[config.mk]
export PLATFORM = sky130hd
export DESIGN_NAME = tss_top
export DESIGN_NICKNAME = d
export VERILOG_FILES = /design/src/inc/tss_pkg.sv /design/src/rtl/tss_top.sv /design/src/rtl/tss_signal_output_pin_mux.sv
export SDC_FILE = /design/constraint.sdc
export NUM_CORES = 1
export LEC_CHECK = 0
export ABC_AREA = 1
export BUFFER_PORTS_ARGS = -buffer_cell sky130_fd_sc_hd__buf_2
export CORE_MARGIN = 10
export CORE_UTILIZATION = 44
export CTS_CLUSTER_SIZE = 8
export DETAILED_ROUTE_END_ITERATION = 12
export PLACE_DENSITY = 0.74
export RECOVER_POWER = 50
export SYNTH_ARGS = -nofsm -noshare
export SYNTH_HDL_FRONTEND = slang
export SYNTH_SLANG_ARGS = --single-unit
[constraint.sdc]
create_clock -name clk -period 1.2 [get_ports clk]
set_clock_uncertainty 0.1 [all_clocks]
set_input_delay 0.3 -clock clk [delete_from_list [all_inputs] [get_ports clk]]
set_output_delay 0.3 -clock clk [all_outputs]
set_load 0.05 [all_outputs]
[src/inc/tss_pkg.sv]
// package for the transmit source select block: offsets, fields, codes
// assumes an 8-bit register port and one 40 MHz clock
package tss_pkg;

    // register port widths
    localparam int ADDR_W = 8;
    localparam int DATA_W = 8;

    // register offsets
    localparam logic [7:0] TSS_TX_SOURCE_SELECT_ADDR = 8'h16;
    localparam logic [7:0] TSS_DRIVER_CONTROL_ADDR   = 8'h14;
    localparam logic [7:0] TSS_FIRST_TEST_SELECT_ADDR = 8'h31;
    localparam logic [7:0] TSS_STATUS_ADDR           = 8'h20;

    // reset values
    localparam logic [7:0] TSS_TX_SOURCE_SELECT_RST  = 8'h10;
    localparam logic [7:0] TSS_DRIVER_CONTROL_RST    = 8'h80;
    localparam logic [7:0] TSS_FIRST_TEST_SELECT_RST = 8'h00;
    localparam logic [7:0] TSS_ZERO_BYTE             = 8'h00;

    // tx_source_select fields
    localparam int DRV_SRC_LSB = 4;
    localparam int DRV_SRC_MSB = 5;
    localparam int SIG_SRC_LSB = 0;
    localparam int SIG_SRC_MSB = 3;
    localparam logic [7:0] TSS_TX_SOURCE_SELECT_MASK = 8'h3F;

    // driver_control fields
    localparam int INV_SECOND_ON_BIT  = 7;
    localparam int INV_FIRST_ON_BIT   = 6;
    localparam int INV_SECOND_OFF_BIT = 5;
    localparam int INV_FIRST_OFF_BIT  = 4;
    localparam int EN_SECOND_BIT      = 1;
    localparam int EN_FIRST_BIT       = 0;
    localparam logic [7:0] TSS_DRIVER_CONTROL_MASK = 8'hF3;

    // first_test_select fields
    localparam int TEST_PICK_LSB = 0;
    localparam int TEST_PICK_MSB = 2;
    localparam logic [7:0] TSS_FIRST_TEST_SELECT_MASK = 8'h07;
    localparam int TEST_BUS_W = 8;

    // status fields, all read only
    localparam int STAT_FIRST_LEVEL_BIT  = 0;
    localparam int STAT_FIRST_DRIVE_BIT  = 1;
    localparam int STAT_SECOND_LEVEL_BIT = 2;
    localparam int STAT_SECOND_DRIVE_BIT = 3;
    localparam int STAT_SIG_LEVEL_BIT    = 4;
    localparam int STAT_SIG_DRIVE_BIT    = 5;
    localparam int STAT_ENV_BIT          = 6;

    // antenna driver source codes
    typedef enum logic [1:0] {
        TSS_DRV_TRISTATE = 2'h0,
        TSS_DRV_CODER    = 2'h1,
        TSS_DRV_ENV_PIN  = 2'h2,
        TSS_DRV_HIGH     = 2'h3
    } tss_drv_src_t;

    // signal output source codes
    typedef enum logic [3:0] {
        TSS_SIG_TRISTATE   = 4'h0,
        TSS_SIG_LOW        = 4'h1,
        TSS_SIG_HIGH       = 4'h2,
        TSS_SIG_TEST_BUS   = 4'h3,
        TSS_SIG_CODER      = 4'h4,
        TSS_SIG_TX_SERIAL  = 4'h5,
        TSS_SIG_RX_REGEN   = 4'h6,
        TSS_SIG_RX_SERIAL  = 4'h7,
        TSS_SIG_F_RX_MOD   = 4'h8,
        TSS_SIG_F_TX_MOD   = 4'h9,
        TSS_SIG_F_DEMOD    = 4'hA,
        TSS_SIG_F_RSVD     = 4'hB,
        TSS_SIG_A_RX_RF    = 4'hC,
        TSS_SIG_A_TX_RF    = 4'hD,
        TSS_SIG_A_RX_UNF   = 4'hE,
        TSS_SIG_A_ENV_UNF  = 4'hF
    } tss_sig_src_t;

endpackage

[src/rtl/tss_top.sv]
// transmit source select: register file plus antenna and signal muxes
// assumes a single 40 MHz clock, synchronous reset and a strobe bus
// assumes the envelope pin is asynchronous, every other source on this clock
//
// The strobed register port was chosen for this implementation.
`timescale 1ns/10ps
module tss_top (
    // clock and reset
    input  wire logic                           clk,
    input  wire logic                           srst,
    // register port
    input  wire logic [tss_pkg::ADDR_W-1:0]     reg_addr,
    input  wire logic [tss_pkg::DATA_W-1:0]     reg_wdata,
    input  wire logic                           reg_wr,
    input  wire logic                           reg_rd,
    output logic      [tss_pkg::DATA_W-1:0]     reg_rdata,
    // envelope input pin, asynchronous
    input  wire logic                           envelope_input_pin,
    // internal sources on this clock
    input  wire logic                           coder_env,
    input  wire logic                           tx_serial,
    input  wire logic                           rx_regen,
    input  wire logic                           rx_serial,
    input  wire logic                           f_rx_mod,
    input  wire logic                           f_tx_mod,
    input  wire logic                           demod_cmp,
    input  wire logic                           a_rx_rf,
    input  wire logic                           a_tx_rf,
    input  wire logic                           a_rx_unf,
    input  wire logic                           a_env_unf,
    input  wire logic [tss_pkg::TEST_BUS_W-1:0] test_bus,
    // first antenna driver pin
    output logic                                first_antenna_driver_o,
    output logic                                first_antenna_driver_oe_n,
    // second antenna driver pin
    output logic                                second_antenna_driver_o,
    output logic                                second_antenna_driver_oe_n,
    // signal output pin
    output logic                                signal_output_pin_o,
    output logic                                signal_output_pin_oe_n
);
    import tss_pkg::*;

    // register map as software sees it
    //   14h driver control, reset 80h
    //     bit 7    invert second driver while enabled
    //     bit 6    invert first driver while enabled
    //     bit 5    invert second driver while disabled
    //     bit 4    invert first driver while disabled
    //     bits 3:2 not kept, read zero
    //     bit 1    second driver enable
    //     bit 0    first driver enable
    //   16h source select, reset 10h
    //     bits 7:6 not kept, read zero
    //     bits 5:4 antenna driver source
    //     bits 3:0 signal output source
    //   20h status, read only, pin state after the output flops
    //     bit 0    first driver level
    //     bit 1    first driver driving
    //     bit 2    second driver level
    //     bit 3    second driver driving
    //     bit 4    signal pin level
    //     bit 5    signal pin driving
    //     bit 6    synchronised envelope pin
    //     bit 7    zero
    //   31h first test select, reset 00h
    //     bits 2:0 test bus line pick
    //     bits 7:3 not kept, read zero
    //   any other address reads zero and drops writes
    // enables only pick which invert bit applies; they never float a pin
    // no power-down input: outside reset only driver code 00 floats the antenna pins
    // reserved signal code 1011 drives the pin low rather than floating it
    // receive codes pass the receiver lines as they come; keeping the
    // receiver busy is the host's business

    // register state
    logic [DATA_W-1:0] tx_source_select_r;
    logic [DATA_W-1:0] driver_control_r;
    logic [DATA_W-1:0] first_test_select_r;

    // envelope pin synchroniser
    logic              env_meta_r;
    logic              env_sync_r;

    // decoded fields
    tss_drv_src_t      antenna_driver_source;
    tss_sig_src_t      signal_out_source;
    logic [2:0]        test_bus_line_pick;
    logic              invert_first_when_on;
    logic              invert_first_when_off;
    logic              invert_second_when_on;
    logic              invert_second_when_off;
    logic              first_enable;
    logic              second_enable;

    // driver and signal pin next values
    logic              drv_src_level;
    logic              drv_active;
    logic              first_level_nxt;
    logic              second_level_nxt;
    logic              sig_level_nxt;
    logic              sig_drive_nxt;
    logic [DATA_W-1:0] rdata_nxt;
    logic [DATA_W-1:0] status_byte;

    // output level for one driver: inversion depends on its enable state
    function automatic logic drv_out(input logic src, input logic en,
                                     input logic inv_on, input logic inv_off);
        logic inv;
        inv = en ? inv_on : inv_off;
        return src ^ inv;
    endfunction

    // write hit test, shared by all register processes
    function automatic logic wr_hit(input logic wr, input logic [ADDR_W-1:0] a,
                                    input logic [7:0] target);
        return wr && (a == target);
    endfunction

    // two flops on the pin before anything reads it
    // envelope edges reach the antenna pins three cycles late; fine for slow envelopes
    always_ff @(posedge clk) begin
        if (srst) begin
            env_meta_r <= 1'b0;
            env_sync_r <= 1'b0;
        end else begin
            env_meta_r <= envelope_input_pin;
            env_sync_r <= env_meta_r;
        end
    end

    // source select register; reserved bits masked off on write
    always_ff @(posedge clk) begin
        if (srst) begin
            tx_source_select_r <= TSS_TX_SOURCE_SELECT_RST;
        end else if (wr_hit(reg_wr, reg_addr, TSS_TX_SOURCE_SELECT_ADDR)) begin
            tx_source_select_r <= reg_wdata & TSS_TX_SOURCE_SELECT_MASK;
        end
    end

    // driver control: invert and enable bits
    always_ff @(posedge clk) begin
        if (srst) begin
            driver_control_r <= TSS_DRIVER_CONTROL_RST;
        end else if (wr_hit(reg_wr, reg_addr, TSS_DRIVER_CONTROL_ADDR)) begin
            driver_control_r <= reg_wdata & TSS_DRIVER_CONTROL_MASK;
        end
    end

    // test bus line pick
    always_ff @(posedge clk) begin
        if (srst) begin
            first_test_select_r <= TSS_FIRST_TEST_SELECT_RST;
        end else if (wr_hit(reg_wr, reg_addr, TSS_FIRST_TEST_SELECT_ADDR)) begin
            first_test_select_r <= reg_wdata & TSS_FIRST_TEST_SELECT_MASK;
        end
    end

    // select field decode; bits 7:6 are never looked at
    always_comb begin
        antenna_driver_source  = tss_drv_src_t'(tx_source_select_r[DRV_SRC_MSB:DRV_SRC_LSB]);
        signal_out_source      = tss_sig_src_t'(tx_source_select_r[SIG_SRC_MSB:SIG_SRC_LSB]);
        test_bus_line_pick     = first_test_select_r[TEST_PICK_MSB:TEST_PICK_LSB];
    end

    // driver control decode: invert and enable bits
    always_comb begin
        invert_first_when_on   = driver_control_r[INV_FIRST_ON_BIT];
        invert_first_when_off  = driver_control_r[INV_FIRST_OFF_BIT];
        invert_second_when_on  = driver_control_r[INV_SECOND_ON_BIT];
        invert_second_when_off = driver_control_r[INV_SECOND_OFF_BIT];
        first_enable           = driver_control_r[EN_FIRST_BIT];
        second_enable          = driver_control_r[EN_SECOND_BIT];
    end

    // shared driver source; power-down has no say, outside reset only code 00 floats the pins
    always_comb begin
        drv_src_level = 1'b0;
        drv_active    = 1'b1;
        unique case (antenna_driver_source)
            TSS_DRV_TRISTATE: drv_active = 1'b0;
            TSS_DRV_CODER:    drv_src_level = coder_env;
            TSS_DRV_ENV_PIN:  drv_src_level = env_sync_r;
            TSS_DRV_HIGH:     drv_src_level = 1'b1;
        endcase
    end

    // per-driver inversion, applied also to the constant high
    always_comb begin
        first_level_nxt  = drv_out(drv_src_level, first_enable,
                                   invert_first_when_on, invert_first_when_off);
        second_level_nxt = drv_out(drv_src_level, second_enable,
                                   invert_second_when_on, invert_second_when_off);
    end

    // signal output pick
    tss_signal_pick u_signal_pick (
        .code      (signal_out_source),
        .test_bus  (test_bus),
        .test_pick (test_bus_line_pick),
        .coder_env (coder_env),
        .tx_serial (tx_serial),
        .rx_regen  (rx_regen),
        .rx_serial (rx_serial),
        .f_rx_mod  (f_rx_mod),
        .f_tx_mod  (f_tx_mod),
        .demod_cmp (demod_cmp),
        .a_rx_rf   (a_rx_rf),
        .a_tx_rf   (a_tx_rf),
        .a_rx_unf  (a_rx_unf),
        .a_env_unf (a_env_unf),
        .level     (sig_level_nxt),
        .drive     (sig_drive_nxt)
    );

    // first antenna pin registered; floats while reset is held
    always_ff @(posedge clk) begin
        if (srst) begin
            first_antenna_driver_o     <= 1'b0;
            first_antenna_driver_oe_n  <= 1'b1;
        end else begin
            first_antenna_driver_o     <= first_level_nxt;
            first_antenna_driver_oe_n  <= ~drv_active;
        end
    end

    // second antenna pin; same code drives both, only inversion differs
    always_ff @(posedge clk) begin
        if (srst) begin
            second_antenna_driver_o    <= 1'b0;
            second_antenna_driver_oe_n <= 1'b1;
        end else begin
            second_antenna_driver_o    <= second_level_nxt;
            second_antenna_driver_oe_n <= ~drv_active;
        end
    end

    // signal output registered; glitch-free pin at the cost of one cycle
    always_ff @(posedge clk) begin
        if (srst) begin
            signal_output_pin_o    <= 1'b0;
            signal_output_pin_oe_n <= 1'b1;
        end else begin
            signal_output_pin_o    <= sig_level_nxt;
            signal_output_pin_oe_n <= ~sig_drive_nxt;
        end
    end

    // status byte from the registered pins, never from the muxes mid-change
    always_comb begin
        status_byte                        = TSS_ZERO_BYTE;
        status_byte[STAT_FIRST_LEVEL_BIT]  = first_antenna_driver_o;
        status_byte[STAT_FIRST_DRIVE_BIT]  = ~first_antenna_driver_oe_n;
        status_byte[STAT_SECOND_LEVEL_BIT] = second_antenna_driver_o;
        status_byte[STAT_SECOND_DRIVE_BIT] = ~second_antenna_driver_oe_n;
        status_byte[STAT_SIG_LEVEL_BIT]    = signal_output_pin_o;
        status_byte[STAT_SIG_DRIVE_BIT]    = ~signal_output_pin_oe_n;
        status_byte[STAT_ENV_BIT]          = env_sync_r;
    end

    // read mux; status shows what the pins carry right now
    always_comb begin
        rdata_nxt = TSS_ZERO_BYTE;
        unique case (reg_addr)
            TSS_TX_SOURCE_SELECT_ADDR:  rdata_nxt = tx_source_select_r;
            TSS_DRIVER_CONTROL_ADDR:    rdata_nxt = driver_control_r;
            TSS_FIRST_TEST_SELECT_ADDR: rdata_nxt = first_test_select_r;
            TSS_STATUS_ADDR:            rdata_nxt = status_byte;
            default: rdata_nxt = TSS_ZERO_BYTE;                // unmapped reads zero
        endcase
    end

    // read data stands only in the cycle after the strobe
    // zero otherwise, so stale data never looks like an answer
    always_ff @(posedge clk) begin
        if (srst) begin
            reg_rdata <= TSS_ZERO_BYTE;
        end else if (reg_rd) begin
            reg_rdata <= rdata_nxt;
        end else begin
            reg_rdata <= TSS_ZERO_BYTE;
        end
    end

endmodule // tss_top

[src/rtl/tss_signal_output_pin_mux.sv]
// combinational source pick for the signal output pin
// assumes all sources are already on the block clock
`timescale 1ns/10ps
module tss_signal_pick (
    // selection
    input  wire tss_pkg::tss_sig_src_t          code,
    input  wire logic [tss_pkg::TEST_BUS_W-1:0] test_bus,
    input  wire logic [2:0]                     test_pick,
    // internal sources
    input  wire logic                           coder_env,
    input  wire logic                           tx_serial,
    input  wire logic                           rx_regen,
    input  wire logic                           rx_serial,
    input  wire logic                           f_rx_mod,
    input  wire logic                           f_tx_mod,
    input  wire logic                           demod_cmp,
    input  wire logic                           a_rx_rf,
    input  wire logic                           a_tx_rf,
    input  wire logic                           a_rx_unf,
    input  wire logic                           a_env_unf,
    // result
    output logic                                level,
    output logic                                drive
);
    import tss_pkg::*;

    // every code is legal, so no default arm
    always_comb begin
        level = 1'b0;
        drive = 1'b1;
        unique case (code)
            TSS_SIG_TRISTATE: drive = 1'b0;
            TSS_SIG_LOW:      level = 1'b0;
            TSS_SIG_HIGH:     level = 1'b1;
            TSS_SIG_TEST_BUS: level = test_bus[test_pick];
            TSS_SIG_CODER:    level = coder_env;
            TSS_SIG_TX_SERIAL: level = tx_serial;
            TSS_SIG_RX_REGEN: level = rx_regen;
            TSS_SIG_RX_SERIAL: level = rx_serial;
            TSS_SIG_F_RX_MOD: level = f_rx_mod;
            TSS_SIG_F_TX_MOD: level = f_tx_mod;
            TSS_SIG_F_DEMOD:  level = demod_cmp;
            TSS_SIG_F_RSVD:   level = 1'b0;
            TSS_SIG_A_RX_RF:  level = a_rx_rf;
            TSS_SIG_A_TX_RF:  level = a_tx_rf;
            TSS_SIG_A_RX_UNF: level = a_rx_unf;
            TSS_SIG_A_ENV_UNF: level = a_env_unf;
        endcase
    end

endmodule // tss_signal_pick

==> impl_metrics.tcl <==
set metrics [dict create \
    synth_top_area_cell "dfxtp_1" \
    cts_tree "built" \
    dpl_cell_area_um2 1920 \
    num-nets-final 338 \
    r2r_end "signal_output_pin_o" \
    holdPathEnd "env_meta_r" \
    slew_viol_final 0 \
    synthesis.nets 264 \
    overflow 0 \
    tns_ps -246 \
    cts.sinks 30 \
    max-slew-margin-rel_pct 83.9 \
    grt_max_degree 15 \
    synth_top_area_share_pct 40.7 \
    rsz0062_at_grt "true" \
    drtAntennaViolNets 0 \
    min_path_type "input pin to register" \
    n_antenna_cell 0 \
    status "finished with violations" \
    synthCells 224 \
    finalSetupViolCount 12 \
    cp-start-kind "register" \
    switchingPower_mw 0.468 \
    cp-end-kind "output pin" \
    critPathKind "register to output pin" \
    post-route-util_pct 71.4 \
    violations "setup timing" \
    fin_ws_ps -47.8 \
    finalInstanceArea_um2 2230 \
    syn_area_um2 1470 \
    die_area_um2 6060 \
    hold_buffers 0 \
    cts.htree.levels 2 \
    cp.buffers_inverters 1 \
    drc_errors 0 \
    cts_buffer_depth 2 \
    vias_per_cell 4.82 \
    max_freq_mhz 801 \
    yosysUniqueCellTypes 20 \
    root_buffer "clkbuf_4" \
    grt_pass1_vias 1634 \
    cp.required_ps 800 \
    r2r_slack_ps -20 \
    clkSlewWorstSetupHoldPaths_ps 90 \
    crit_family "flip-flops" \
    drv_cap 0 \
    yosysWarnings 0 \
    grt_pass1_wl_um 7200 \
    holdPathStages 3 \
    vias 1652 \
    worstRegToRegCells 7 \
    fp-row-count 20 \
    cp.depth 1 \
    drive_above_1_share_pct 42.8 \
    synth.area.top_cells "dfxtp_1, nand2_1, nor2_1" \
    min_period_ps 1250 \
    cp_slowest_cell "dfxtp_4" \
    cp.arrival_ps 850 \
    place_congestion 0.915 \
    combPwrFrac_pct 11.3 \
    p_clk_share_pct 38.3 \
    synth-seq-area-share_pct 40.7 \
    switching_share_pct 23.3 \
    clkLatencyLatePin_ps 320 \
    power.share.sequential_pct 50.4 \
    die_w_um 77.9 \
    start_util_pct 47.1 \
    power_leakage_nw 1.08 \
    crit_fanout 3 \
    wl_per_cell_um 13.0 \
    nFillCells 246 \
    area_growth_pct 51.4 \
    ios 54 \
    syn_area_per_cell_um2 6.58 \
    grt_use_total_pct 14.3 \
    worst_pin_slew_ps 239 \
    numPortBuffers 53 \
    antenna_found_initial 0 \
    drt_iter0_markers 51 \
    synth_seq_cells 30 \
    crit_chain "buf_8" \
    first_pass_iters 4 \
    max-vdd-ir-drop_mv 1.02 \
    fp.dieH_um 77.9 \
    worstHoldStart "envelope_input_pin" \
    p_int_mw 1.54 \
    finalHoldViolations 0 \
    period_share_pct 104 \
    wl_um 4460 \
    rr_startpoint "tx_source_select_r[0]" \
    hold-worst-slack_ps 84.3 \
    core-area_um2 3130 \
    dp_hpwl_um 3360 \
    power_density_nw_per_um2 898 \
    cts-buffers-inserted 5 \
    critPathMaxStageDelay_ps 380 \
]
==> synthesized netlist by cell type <==
cell,n
o21ai_0,25
nor2_4,4
inv_2,1
nor3_1,3
nand2_2,3
nand3_1,22
nand2_1,46
clkinv_2,1
a21oi_1,13
buf_1,1
nor2_1,37
buf_2,3
nand3b_1,1
or2_4,1
inv_1,29
nor3_2,1
dfxtp_1,30
o21ai_1,1
o21bai_1,1
buf_4,1
==> worst max path at each step <==
stage / from / end / slack (ps)
after floorplan: reg_addr[6] / driver_control_r[4] / -40
after global placement: reg_addr[2] / first_test_select_r[1] / -220
after detailed placement: reg_addr[1] / reg_rdata[1] / -230
after CTS: second_antenna_driver_oe_n / second_antenna_driver_oe_n / -50
after global routing: tx_source_select_r[1] / signal_output_pin_o / -110
final: second_antenna_driver_oe_n / first_antenna_driver_oe_n / -50
==> cell families (layout without fill, tap and decap cells) <==
logic type | Yosys count | count (layout) | synth area share, %
AO/OA/AOI/OAI | 40 | 40 | 13.8
buffers and inverters | 36 | 111 | 9.76
flip-flops | 30 | 30 | 40.7
AND/OR/NAND/NOR | 118 | 118 | 35.7
==> area by class of cell <==
class | count | area [um2] | share of cell area (%)
timing repair buffer | 72 | 556 | 24.9
clock inverter | 3 | 40.0 | 1.79
clock buffer | 5 | 37.5 | 1.68
multi-input combinational | 158 | 792 | 35.5
sequential | 30 | 631 | 28.3
tap | 44 | 55.1 | 2.47
inverter | 31 | 121 | 5.44
==> metrics by stage <==
| stage | setup slack, ps | instances | total power [mW] |
|---|---|---|---|
| 6_report | -47.8 | 343 | 2.00 |
| 5_1_grt | -107 | 343 | 2.08 |
| 4_1_cts | -52.9 | 342 | 2.02 |
| 3_5_place_dp | -233 | 332 | 1.24 |
| 3_3_place_gp | -220 | 332 | 1.24 |
| 2_1_floorplan | -38.9 | 224 | 1.13 |
==> routing by layer <==
metal  part of all wire (%)  vias up  wire (um)  GRT usage (%)
li1                       -      854          -              -
met1                     42      735       1890           15.8
met2                     49       55       2190           24.8
met3                    7.4        8        329           5.41
met4                    1.3        0         60           4.20
met5                      0        -          0              0
==> power by group through the flow <==
stage               clock network, mW  logic [mW]  registers [mW]
floorplan                           0      0.0793            1.05
global placement                    0       0.204            1.03
detailed placement                  0       0.206            1.03
CTS                             0.785       0.224            1.01
global route                    0.825       0.247            1.01
finish                          0.767       0.227            1.01
==> flip-flops by register name, summed over array words and instances, names as in the netlist <==
name	flops
reg_rdata	8
driver_control_r	6
tx_source_select_r	6
first_test_select_r	3
env_meta_r	1
env_sync_r	1
first_antenna_driver_o	1
second_antenna_driver_o	1
second_antenna_driver_oe_n	1
signal_output_pin_o	1
signal_output_pin_oe_n	1
==> what timing repair did <==
| action | in CTS | in global routing |
|---|---|---|
| endpoints found under the setup margin | 16 | 21 |
| pin swaps | 7 | 6 |
| resized for setup | 67 | 14 |
| hold endpoints to repair | 0 | 0 |
| buffers inserted | 2 | 1 |
==> placed cells by master, fill, tap and decap left out, drive strengths merged <==
cell and instances:
buf 72, nand2 49, nor2 41, inv 30
dfxtp 30, o21ai 26, nand3 22, a21oi 13
clkbuf 5, nor3 4, clkinv 3, or2 1
nand3b 1, o21bai 1, bufinv 1
Power figures use the tool's default switching activity.
